**src/sscr_defines.vh**
```
`ifndef SSCR_DEFINES_VH
`define SSCR_DEFINES_VH

// ----------------------------------------
// Interrupt codes
// ----------------------------------------
`define SSCR_INT_BUS_RESET 8'h01
`define SSCR_INT_REQ_TMO 8'h2C
`define SSCR_INT_BUS_FREE 8'h31
`define SSCR_INT_PHASE_CHG 8'h32
`define SSCR_INT_BAD_PHASE 8'h54
`define SSCR_INT_MSG_RCVD 8'h55
`define SSCR_INT_STS_RCVD 8'h56
`define SSCR_INT_MSG_SKIP 8'h5D
`define SSCR_INT_STS_SKIP 8'h5E
`define SSCR_INT_DONE 8'h60
`define SSCR_INT_RESEL 8'h64
`define SSCR_INT_NO_COUNT 8'h65
`define SSCR_INT_PAUSE 8'h67
`define SSCR_INT_NEXUS_FREE 8'h70
`define SSCR_INT_SEL_TMO 8'h82

// ----------------------------------------
// Step codes
// ----------------------------------------
`define SSCR_STEP_WAIT_FREE 8'h00
`define SSCR_STEP_ARB 8'h01
`define SSCR_STEP_SEL 8'h02
`define SSCR_STEP_MSG 8'h03
`define SSCR_STEP_DONE_MAN 8'h04
`define SSCR_STEP_DONE_AUTO 8'h0C

// ----------------------------------------
// Bus phases {MSG, C/D, I/O}
// ----------------------------------------
`define SSCR_PH_MSG_OUT 3'h6
`define SSCR_PH_MSG_IN 3'h7
`define SSCR_PH_STATUS 3'h3

// ----------------------------------------
// Limits and reset values
// ----------------------------------------
`define SSCR_SINGLE_MSG_MAX 6'h20
`define SSCR_COUNT_ZERO 8'h00
`define SSCR_BYTE_ZERO 8'h00
`define SSCR_INDEX_ZERO 6'h00
`define SSCR_INDEX_ONE 6'h01
`define SSCR_RETRY_ZERO 4'h0
`define SSCR_RETRY_ONE 4'h1

`endif

```
**src/sscr_timer.v**
```verilog
`timescale 1ns/1ps
`include "sscr_defines.vh"

module sscr_timer #(
  parameter W = 16
) (
  // Clock and reset
  input wire core_clk,
  input wire resetn,
  // Control
  input wire load,
  input wire run,
  input wire [W-1:0] limit,
  // Result
  output wire expired
);

  reg [W-1:0] cnt_reg;
  reg [W-1:0] cnt_next;
  wire [W-1:0] zero = {W{1'b0}};
  wire [W-1:0] one = {{(W-1){1'b0}}, 1'b1};

  always @* begin
    cnt_next = cnt_reg;
    if (load) begin
      cnt_next = limit;
    end else if (run && cnt_reg != zero) begin
      cnt_next = cnt_reg - one;
    end
  end

  always @(posedge core_clk or negedge resetn) begin
    if (!resetn) begin
      cnt_reg <= {W{1'b0}};
    end else begin
      cnt_reg <= cnt_next;
    end
  end

  // Not gated by load: that would loop through the caller's next state
  assign expired = run && cnt_reg == zero;

endmodule

```
**src/sscr_reporter.v**
```verilog
`timescale 1ns/1ps
`include "sscr_defines.vh"

module sscr_reporter (
  // Clock and reset
  input wire core_clk,
  input wire resetn,
  // Report from sequencer
  input wire post,
  input wire [7:0] code,
  input wire [7:0] step,
  // Software side
  input wire int_ack,
  output reg [7:0] int_code_reg,
  output reg [7:0] int_step_reg,
  output reg int_req_reg
);

  always @(posedge core_clk or negedge resetn) begin
    if (!resetn) begin
      int_code_reg <= `SSCR_BYTE_ZERO;
      int_step_reg <= `SSCR_BYTE_ZERO;
      int_req_reg <= 1'b0;
    end else begin
      if (post) begin
        int_code_reg <= code;
        int_step_reg <= step;
      end
      int_req_reg <= post | (int_req_reg & ~int_ack);
    end
  end

endmodule

```
**src/sscr_sequencer.v**
```verilog
`timescale 1ns/1ps
`include "sscr_defines.vh"

// Summary of operation
// - Reset while awaiting bus free: 01/00
// - Reset during arbitration: 01/01
// - Reset during selection: 01/02
// - Reset in message phase ends immediately: 01/03
// - REQ/ACK timeout stops at once: 2C/03
// - Bus free in message phase after first REQ: 31/03
// - Target phase change mid-message: 32/03
// - Wrong first phase: 54/03, ATN kept
// - Auto receive message in: negate ATN, 55/03
// - Auto receive status: negate ATN, 56/03
// - Message receive, buffer full: skip, 5D/03
// - Status receive, buffer full: skip, 5E/03
// - Normal end, manual ACK release: 60/04
// - Normal end, auto release: drop ACK, 60/0C
// - Lost arbitration then reselected: 64/00
// - Reselection op pending: 64/00 after it completes
// - Single message of 33+ bytes: 64/03
// - Multi-byte count zero: 65/03
// - Pause accepted in arbitration: 67/01
// - Nexus then bus free: 70/03
// - Selection timeout retries, then 82/02
module sscr_sequencer #(
  parameter TW = 16,
  parameter RW = 4
) (
  // Clock and reset
  input wire core_clk,
  input wire resetn,
  // Command and configuration
  input wire cmd_start,
  input wire cmd_multi,
  input wire [5:0] single_msg_len,
  input wire [7:0] message_byte_count,
  input wire auto_receive,
  input wire auto_ack_release,
  input wire ack_release,
  input wire pause_req,
  input wire [TW-1:0] sel_timeout_limit,
  input wire [TW-1:0] reqack_timeout_limit,
  input wire [RW-1:0] sel_retries,
  // Reselection context
  input wire resel_pending,
  input wire resel_op_done,
  input wire reselected,
  // Arbitration and selection engine
  input wire arb_won,
  input wire arb_lost,
  input wire sel_bsy,
  output wire arb_req,
  output wire sel_req,
  // Target bus
  input wire bus_reset,
  input wire bus_free,
  input wire req_in,
  input wire [2:0] phase_in,
  input wire [7:0] data_in,
  output reg atn_reg,
  output reg ack_reg,
  output reg [7:0] data_out_reg,
  // Message bytes
  input wire [7:0] msg_byte,
  output reg [5:0] msg_index_reg,
  // Receive control byte buffer
  input wire rx_buf_full,
  output reg [7:0] rx_byte_reg,
  output reg rx_wr_reg,
  // Status to software
  input wire int_ack,
  output wire busy,
  output wire [7:0] int_code,
  output wire [7:0] int_step,
  output wire int_req
);

  // ----------------------------------------
  // States
  // ----------------------------------------
  localparam S_IDLE = 10'b0000000001;
  localparam S_RWAIT = 10'b0000000010;
  localparam S_WBF = 10'b0000000100;
  localparam S_ARB = 10'b0000001000;
  localparam S_SEL = 10'b0000010000;
  localparam S_FREQ = 10'b0000100000;
  localparam S_MREQ = 10'b0001000000;
  localparam S_ACK = 10'b0010000000;
  localparam S_RXACK = 10'b0100000000;
  localparam S_HOLD = 10'b1000000000;

  reg [9:0] state_reg;
  reg [9:0] state_next;
  reg [5:0] len_reg;
  reg [5:0] len_next;
  reg [RW-1:0] retry_reg;
  reg [RW-1:0] retry_next;
  reg rx_status_reg;
  reg rx_status_next;
  reg atn_next;
  reg ack_next;
  reg [7:0] data_out_next;
  reg [5:0] msg_index_next;
  reg [7:0] rx_byte_next;
  reg rx_wr_next;
  reg post;
  reg [7:0] rep_code;
  reg [7:0] rep_step;
  wire tmo;
  wire tmr_run;
  wire tmr_load;
  wire [TW-1:0] tmr_limit;
  wire last_byte;
  wire msg_phase;

  assign msg_phase = state_reg == S_FREQ || state_reg == S_MREQ ||
    state_reg == S_ACK || state_reg == S_RXACK;
  assign last_byte = msg_index_reg + `SSCR_INDEX_ONE == len_reg;
  assign busy = state_reg != S_IDLE;
  assign arb_req = state_reg == S_ARB;
  assign sel_req = state_reg == S_SEL;

  // Shared timer: selection window, then REQ/ACK window
  assign tmr_run = state_reg == S_SEL || msg_phase;
  assign tmr_load = state_next != state_reg;
  // Limit follows the state being entered, as loading is on entry
  assign tmr_limit = state_next == S_SEL ? sel_timeout_limit :
    reqack_timeout_limit;

  sscr_timer #(
    .W(TW)
  ) u_timer (
    .core_clk(core_clk),
    .resetn(resetn),
    .load(tmr_load),
    .run(tmr_run),
    .limit(tmr_limit),
    .expired(tmo)
  );

  sscr_reporter u_reporter (
    .core_clk(core_clk),
    .resetn(resetn),
    .post(post),
    .code(rep_code),
    .step(rep_step),
    .int_ack(int_ack),
    .int_code_reg(int_code),
    .int_step_reg(int_step),
    .int_req_reg(int_req)
  );

  // ----------------------------------------
  // Sequencer
  // ----------------------------------------
  always @* begin
    state_next = state_reg;
    len_next = len_reg;
    retry_next = retry_reg;
    rx_status_next = rx_status_reg;
    atn_next = atn_reg;
    ack_next = ack_reg;
    data_out_next = data_out_reg;
    msg_index_next = msg_index_reg;
    rx_byte_next = rx_byte_reg;
    rx_wr_next = 1'b0;
    post = 1'b0;
    rep_code = `SSCR_BYTE_ZERO;
    rep_step = `SSCR_BYTE_ZERO;
    if (bus_reset && state_reg != S_IDLE) begin
      // Reset aborts everything; step tells where
      post = 1'b1;
      rep_code = `SSCR_INT_BUS_RESET;
      rep_step = `SSCR_STEP_MSG;
      state_next = S_IDLE;
      atn_next = 1'b0;
      ack_next = 1'b0;
      case (state_reg)
        S_WBF, S_RWAIT: begin
          rep_step = `SSCR_STEP_WAIT_FREE;
        end
        S_ARB: begin
          rep_step = `SSCR_STEP_ARB;
        end
        S_SEL: begin
          rep_step = `SSCR_STEP_SEL;
        end
        default: begin
          rep_step = `SSCR_STEP_MSG;
        end
      endcase
    end else begin
      case (state_reg)
        S_IDLE: begin
          if (cmd_start) begin
            msg_index_next = `SSCR_INDEX_ZERO;
            retry_next = sel_retries;
            atn_next = 1'b0;
            ack_next = 1'b0;
            len_next = cmd_multi ? message_byte_count[5:0] :
              single_msg_len;
            if (resel_pending) begin
              state_next = S_RWAIT;
            end else if (!cmd_multi &&
                single_msg_len > `SSCR_SINGLE_MSG_MAX) begin
              post = 1'b1;
              rep_code = `SSCR_INT_RESEL;
              rep_step = `SSCR_STEP_MSG;
            end else if (cmd_multi &&
                message_byte_count == `SSCR_COUNT_ZERO) begin
              post = 1'b1;
              rep_code = `SSCR_INT_NO_COUNT;
              rep_step = `SSCR_STEP_MSG;
            end else begin
              state_next = S_WBF;
            end
          end
        end
        S_RWAIT: begin
          if (resel_op_done) begin
            post = 1'b1;
            rep_code = `SSCR_INT_RESEL;
            rep_step = `SSCR_STEP_WAIT_FREE;
            state_next = S_IDLE;
          end
        end
        S_WBF: begin
          if (reselected) begin
            post = 1'b1;
            rep_code = `SSCR_INT_RESEL;
            rep_step = `SSCR_STEP_WAIT_FREE;
            state_next = S_IDLE;
          end else if (bus_free) begin
            state_next = S_ARB;
          end
        end
        S_ARB: begin
          if (pause_req) begin
            post = 1'b1;
            rep_code = `SSCR_INT_PAUSE;
            rep_step = `SSCR_STEP_ARB;
            state_next = S_IDLE;
          end else if (arb_won) begin
            atn_next = 1'b1;
            state_next = S_SEL;
          end else if (arb_lost) begin
            state_next = S_WBF;
          end
        end
        S_SEL: begin
          if (sel_bsy) begin
            state_next = S_FREQ;
          end else if (tmo) begin
            atn_next = 1'b0;
            if (retry_reg == `SSCR_RETRY_ZERO) begin
              post = 1'b1;
              rep_code = `SSCR_INT_SEL_TMO;
              rep_step = `SSCR_STEP_SEL;
              state_next = S_IDLE;
            end else begin
              retry_next = retry_reg - `SSCR_RETRY_ONE;
              state_next = S_WBF;
            end
          end
        end
        S_FREQ: begin
          if (bus_free) begin
            post = 1'b1;
            rep_code = `SSCR_INT_NEXUS_FREE;
            rep_step = `SSCR_STEP_MSG;
            atn_next = 1'b0;
            state_next = S_IDLE;
          end else if (tmo) begin
            post = 1'b1;
            rep_code = `SSCR_INT_REQ_TMO;
            rep_step = `SSCR_STEP_MSG;
            atn_next = 1'b0;
            state_next = S_IDLE;
          end else if (req_in) begin
            if (phase_in == `SSCR_PH_MSG_OUT) begin
              data_out_next = msg_byte;
              ack_next = 1'b1;
              atn_next = !last_byte;
              state_next = S_ACK;
            end else if (auto_receive &&
                (phase_in == `SSCR_PH_MSG_IN ||
                phase_in == `SSCR_PH_STATUS)) begin
              atn_next = 1'b0;
              rx_status_next = phase_in == `SSCR_PH_STATUS;
              if (rx_buf_full) begin
                post = 1'b1;
                rep_code = phase_in == `SSCR_PH_STATUS ?
                  `SSCR_INT_STS_SKIP : `SSCR_INT_MSG_SKIP;
                rep_step = `SSCR_STEP_MSG;
                state_next = S_IDLE;
              end else begin
                rx_byte_next = data_in;
                rx_wr_next = 1'b1;
                ack_next = 1'b1;
                state_next = S_RXACK;
              end
            end else begin
              post = 1'b1;
              rep_code = `SSCR_INT_BAD_PHASE;
              rep_step = `SSCR_STEP_MSG;
              state_next = S_IDLE;
            end
          end
        end
        S_MREQ: begin
          if (bus_free) begin
            post = 1'b1;
            rep_code = `SSCR_INT_BUS_FREE;
            rep_step = `SSCR_STEP_MSG;
            atn_next = 1'b0;
            state_next = S_IDLE;
          end else if (tmo) begin
            post = 1'b1;
            rep_code = `SSCR_INT_REQ_TMO;
            rep_step = `SSCR_STEP_MSG;
            atn_next = 1'b0;
            state_next = S_IDLE;
          end else if (req_in) begin
            if (phase_in == `SSCR_PH_MSG_OUT) begin
              data_out_next = msg_byte;
              ack_next = 1'b1;
              atn_next = !last_byte;
              state_next = S_ACK;
            end else begin
              post = 1'b1;
              rep_code = `SSCR_INT_PHASE_CHG;
              rep_step = `SSCR_STEP_MSG;
              atn_next = 1'b0;
              state_next = S_IDLE;
            end
          end
        end
        S_ACK: begin
          if (bus_free) begin
            post = 1'b1;
            rep_code = `SSCR_INT_BUS_FREE;
            rep_step = `SSCR_STEP_MSG;
            atn_next = 1'b0;
            ack_next = 1'b0;
            state_next = S_IDLE;
          end else if (tmo) begin
            post = 1'b1;
            rep_code = `SSCR_INT_REQ_TMO;
            rep_step = `SSCR_STEP_MSG;
            atn_next = 1'b0;
            ack_next = 1'b0;
            state_next = S_IDLE;
          end else if (!req_in) begin
            msg_index_next = msg_index_reg + `SSCR_INDEX_ONE;
            if (!last_byte) begin
              ack_next = 1'b0;
              state_next = S_MREQ;
            end else if (auto_ack_release) begin
              ack_next = 1'b0;
              post = 1'b1;
              rep_code = `SSCR_INT_DONE;
              rep_step = `SSCR_STEP_DONE_AUTO;
              state_next = S_IDLE;
            end else begin
              post = 1'b1;
              rep_code = `SSCR_INT_DONE;
              rep_step = `SSCR_STEP_DONE_MAN;
              state_next = S_HOLD;
            end
          end
        end
        S_RXACK: begin
          if (bus_free || tmo) begin
            post = 1'b1;
            rep_code = bus_free ? `SSCR_INT_BUS_FREE :
              `SSCR_INT_REQ_TMO;
            rep_step = `SSCR_STEP_MSG;
            ack_next = 1'b0;
            state_next = S_IDLE;
          end else if (!req_in) begin
            ack_next = 1'b0;
            post = 1'b1;
            rep_code = rx_status_reg ? `SSCR_INT_STS_RCVD :
              `SSCR_INT_MSG_RCVD;
            rep_step = `SSCR_STEP_MSG;
            state_next = S_IDLE;
          end
        end
        S_HOLD: begin
          // Outcome already reported; only ACK is pending
          if (ack_release || bus_free) begin
            ack_next = 1'b0;
            state_next = S_IDLE;
          end
        end
        default: begin
          state_next = S_IDLE;
          atn_next = 1'b0;
          ack_next = 1'b0;
        end
      endcase
    end
  end

  always @(posedge core_clk or negedge resetn) begin
    if (!resetn) begin
      state_reg <= S_IDLE;
      len_reg <= `SSCR_INDEX_ZERO;
      retry_reg <= {RW{1'b0}};
      rx_status_reg <= 1'b0;
      atn_reg <= 1'b0;
      ack_reg <= 1'b0;
      data_out_reg <= `SSCR_BYTE_ZERO;
      msg_index_reg <= `SSCR_INDEX_ZERO;
      rx_byte_reg <= `SSCR_BYTE_ZERO;
      rx_wr_reg <= 1'b0;
    end else begin
      state_reg <= state_next;
      len_reg <= len_next;
      retry_reg <= retry_next;
      rx_status_reg <= rx_status_next;
      atn_reg <= atn_next;
      ack_reg <= ack_next;
      data_out_reg <= data_out_next;
      msg_index_reg <= msg_index_next;
      rx_byte_reg <= rx_byte_next;
      rx_wr_reg <= rx_wr_next;
    end
  end

endmodule

```
**config.mk**
```make
export PLATFORM = sky130hd
export DESIGN_NAME = sscr_sequencer
export DESIGN_NICKNAME = d
export VERILOG_FILES = /design/src/sscr_timer.v /design/src/sscr_reporter.v /design/src/sscr_sequencer.v
export VERILOG_INCLUDE_DIRS = /design/src
export SDC_FILE = /design/constraint.sdc
export NUM_CORES = 1
export LEC_CHECK = 0
export BUFFER_PORTS_ARGS = -buffer_cell sky130_fd_sc_hd__buf_2
export CORE_MARGIN = 8
export CORE_UTILIZATION = 54
export CTS_CLUSTER_DIAMETER = 50
export DETAILED_ROUTE_END_ITERATION = 8
export GPL_TIMING_DRIVEN = 0
export PLACE_DENSITY_LB_ADDON = 0.15
export SYNTH_ARGS = -nofsm -noshare
export SYNTH_HDL_FRONTEND = slang
export SYNTH_SLANG_ARGS = --single-unit
```
**constraint.sdc**
```tcl
create_clock -name core_clk -period 4.8 [get_ports core_clk]
set_input_delay 0.24 -clock core_clk [delete_from_list [all_inputs] [get_ports core_clk]]
set_output_delay 0.24 -clock core_clk [all_outputs]
set_load 0.05 [all_outputs]
```
==> results.md <==
Critical path
* Critical-path top delay cell: sky130_fd_sc_hd__nor4_1
* required time of the worst setup path: 5.03 ns
* kind of critical path: flop to flop
* cell mode on critical path: sky130_fd_sc_hd__mux2i_1
* worst path arrival time: 4.78 ns
* maximum fanout along the worst path: 10
* sort of element at the start of the critical path: flop
* Critical Path End Type: flop
* critical-path cell list: clkbuf_1 > nor4_1 > nand4_1 > nand2_1 > mux2i_1 > o31ai_1 > o21bai_1 > a22o_1 > or4_1 > buf_6 > buf_12 > mux2i_1
* cell family with most CP delay: simple AND/OR/NAND/NOR gates
* maximum single-stage delay on the critical path: 0.97 ns
* count of buffer and inverter cells on the critical path: 3

STA
* final critical delay including setup and external delays: 4.55 ns
* Fin Hold WS: 0.0502 ns
* number of max-slew violations in the final report: 0
* final number of setup-violating endpoints: 0
* RSZ-0062 raised after global routing: false
* Worst Clk Skew: 0.0123 ns
* max_slew headroom: 0.258
* number of endpoints with negative hold slack in the final report: 0
* setup_tns: 0 ns
* peak clock frequency supported by timing: 220 MHz
* final critical-path share of the clock period: 0.947
* worst slew pin tran: 1.10 ns
* post-route worst setup slack: 0.252 ns

Clock network
* CTS tree: yes
* number of buffers added for setup after CTS: 0
* CTS Buffer Depth: 2
* worst-skew pair later-pin latency: 0.36 ns
* CTS H-Tree Depth: 3
* number of clock buffers inserted by TritonCTS: 9
* cell at the root of the clock tree: sky130_fd_sc_hd__clkbuf_8
* clk slew on worst S/H paths: 0.09 ns
* count of clock tree sinks: 75

Synthesis
* Post-synth EDFFs: 0
* sequential fraction of the synthesis area: 0.358
* predominant post-synthesis flop cell: sky130_fd_sc_hd__dfrtp_1
* Post-Synthesis Mean Instance Area: 8.60 um^2
* most frequent cells after synthesis: sky130_fd_sc_hd__dfrtp_1 (74), sky130_fd_sc_hd__nand2_1 (52), sky130_fd_sc_hd__a21oi_1 (49), sky130_fd_sc_hd__nor2_1 (49), sky130_fd_sc_hd__o21ai_0 (46)
* synthesized area: 5250 um^2
* register bit total from synthesis: 75
* ys async rst share: 1.00
* biggest area contributors in the synthesized netlist: sky130_fd_sc_hd__dfrtp_1 (35%), sky130_fd_sc_hd__mux2i_1 (7.6%), sky130_fd_sc_hd__a21oi_1 (4.7%), sky130_fd_sc_hd__o21ai_0 (4.4%), sky130_fd_sc_hd__nand2_1 (3.7%)
* proportion of netlist area held by the largest area contributor: 0.353
* Synth cell types: 66
* most frequent cell after synthesis: sky130_fd_sc_hd__dfrtp_1
* cell type contributing the most total cell area after synthesis: sky130_fd_sc_hd__dfrtp_1
* yosys synthesis warning count: 0
* Mapped Cells: 611

Layout
* area growth from synthesis to layout: 20.0%
* antenna cells: 0
* fill cell total of the finished layout: 826
* number of nets in the final layout: 846
* share of cells above drive strength 1: 0.237
* utilization after layout: 0.657
* Largest register FFs: 16
* final instance area: 6300 um^2

GRT
* Total Routing Usage GR: 0.280
* number of antenna violations at the first check in global routing: 0
* vias in the first global route: 5,580
* pin count of the biggest net entering global routing: 71
* global-route wire length before repair: 28.9 mm
* residual overflow from global routing: 0

Place
* final weighted congestion of routability-driven global placement: 0.944
* estimated wirelength of the detail-placed design: 14.0 mm
* Setup WS pre-CTS: 0.235 ns
* number of buffers added on ports: 126
* post-placement cell area: 6090 um^2

Floorplanning
* Die ar.: 13,100 um^2
* total number of placement rows: 36
* IO Pins: 133
* vertical extent of the die: 115 um
* horizontal die dimension: 115 um
* area of the core: 9590 um^2
* effective utilization at floorplan: 0.547

Power and ir drop
* peak ir drop on the vdd network: 0.000282 V
* leakage power: 2.94 nW
* Cell Pwr Density: 419 nW/um^2

Detailed routing
* number of vias per cell: 6.24
* total vias in the final route: 5,563
* number of routed nets with antenna violations: 0
* DR WL/cell: 20.5 um
* total detailed-routing wirelength: 18.2 mm
* number of violations reported at the end of detailed-routing iteration 0: 594
* number of DRC violations after detailed routing: 0
* number of detailed-routing iterations run before antenna repair: 5

Min path
* class of the worst hold path: primary input to flop

Flow run
* number of violations of the max-capacitance limit: 0

Run status
* status: finished, final reports clean

## what timing repair did
action | 4_1_cts | 5_1_grt
hold endpoints to repair | 75 | 0
setup endpoints to repair | 0 | 10
hold buffers | 1 | 0
gates resized for setup | 0 | 1
## worst reg2reg max path, stage by stage, from the launching register on
cell and delay [ns]:
sky130_fd_sc_hd__dfrtp_1 0.36, sky130_fd_sc_hd__clkbuf_1 0.24, sky130_fd_sc_hd__nor4_1 0.97, sky130_fd_sc_hd__nand4_1 0.58, sky130_fd_sc_hd__nand2_1 0.34, sky130_fd_sc_hd__mux2i_1 0.19, sky130_fd_sc_hd__o31ai_1 0.45, sky130_fd_sc_hd__o21bai_1 0.11
sky130_fd_sc_hd__a22o_1 0.19, sky130_fd_sc_hd__or4_1 0.54, sky130_fd_sc_hd__buf_6 0.17, sky130_fd_sc_hd__buf_12 0.15, sky130_fd_sc_hd__mux2i_1 0.12
## routing by layer
| metal | GRT usage | vias up | wire (um) |
|---|---|---|---|
| li1 | - | 2541 | - |
| met1 | 0.353 | 2658 | 7270 |
| met2 | 0.449 | 309 | 8520 |
| met3 | 0.0628 | 55 | 1820 |
| met4 | 0.122 | 0 | 624 |
| met5 | 0 | - | 0 |
## final timing paths
kind	startpoint	to	slack, ns	cells past startpoint
setup / recovery	state_reg[8]	u_timer.cnt_reg[10]	0.25	12
hold / removal	int_ack	u_reporter.int_req_reg	0.05	2
setup reg to reg	state_reg[8]	u_timer.cnt_reg[10]	0.25	12
hold reg to reg	u_reporter.int_step_reg[3]	u_reporter.int_step_reg[3]	0.51	1
max in group asynchronous	resetn	state_reg[6]	3.98	3
min in group asynchronous	resetn	state_reg[3]	0.23	2
## power by group
group	internal, mW	switching (mW)	total [mW]
sequential	0.789	0.139	0.928
combinational	0.467	0.748	1.22
clock	0.240	0.257	0.498
total	1.50	1.15	2.64
## placed cells by master, fill, tap and decap left out, drive strengths merged, types with 7 or more instances in the layout
cell type  instances
nor2b              7
a21oi             49
dfrtp             74
nor3              20
nand4             10
a211oi            11
a31oi              7
nor2              49
or4                8
xor2              13
inv               21
o21ai             48
buf              137
mux2              17
or3                8
nand2             52
nor4              15
nand2b             7
mux2i             40
clkbuf            37
nor3b              7
xnor2             16
nand3             16
## final cells by class
class                           instances  area (um^2)  share of cell area
Buffer                                 36          191              0.0304
Clock buffer                           10          128              0.0203
Clock inverter                          6         63.8              0.0101
Inverter                               20         75.1              0.0119
Multi-Input combinational cell        483         3120               0.496
Sequential cell                        75         1880               0.298
Tap cell                              133          166              0.0264
Timing Repair Buffer                  129          676               0.107
## through the flow
stage               cells  power (mW)
floorplan             614        1.79
global route          892        2.79
detailed placement    874        2.13
global placement      873        2.11
finish                892        2.64
CTS                   891        2.63
## logic make-up after synthesis
| kind of cell | share of synthesized area |
|---|---|
| and+or+nand+nor | 0.232 |
| AOI/OAI and AO/OA | 0.188 |
| DFF | 0.358 |
| muxes | 0.113 |
| buffers and inverters | 0.0507 |
| xor gates and xnor gates | 0.0484 |
| adders and majority gates | 0.00953 |
| other | 0.000714 |
No activity file was read; power rests on OpenSTA's default activity.
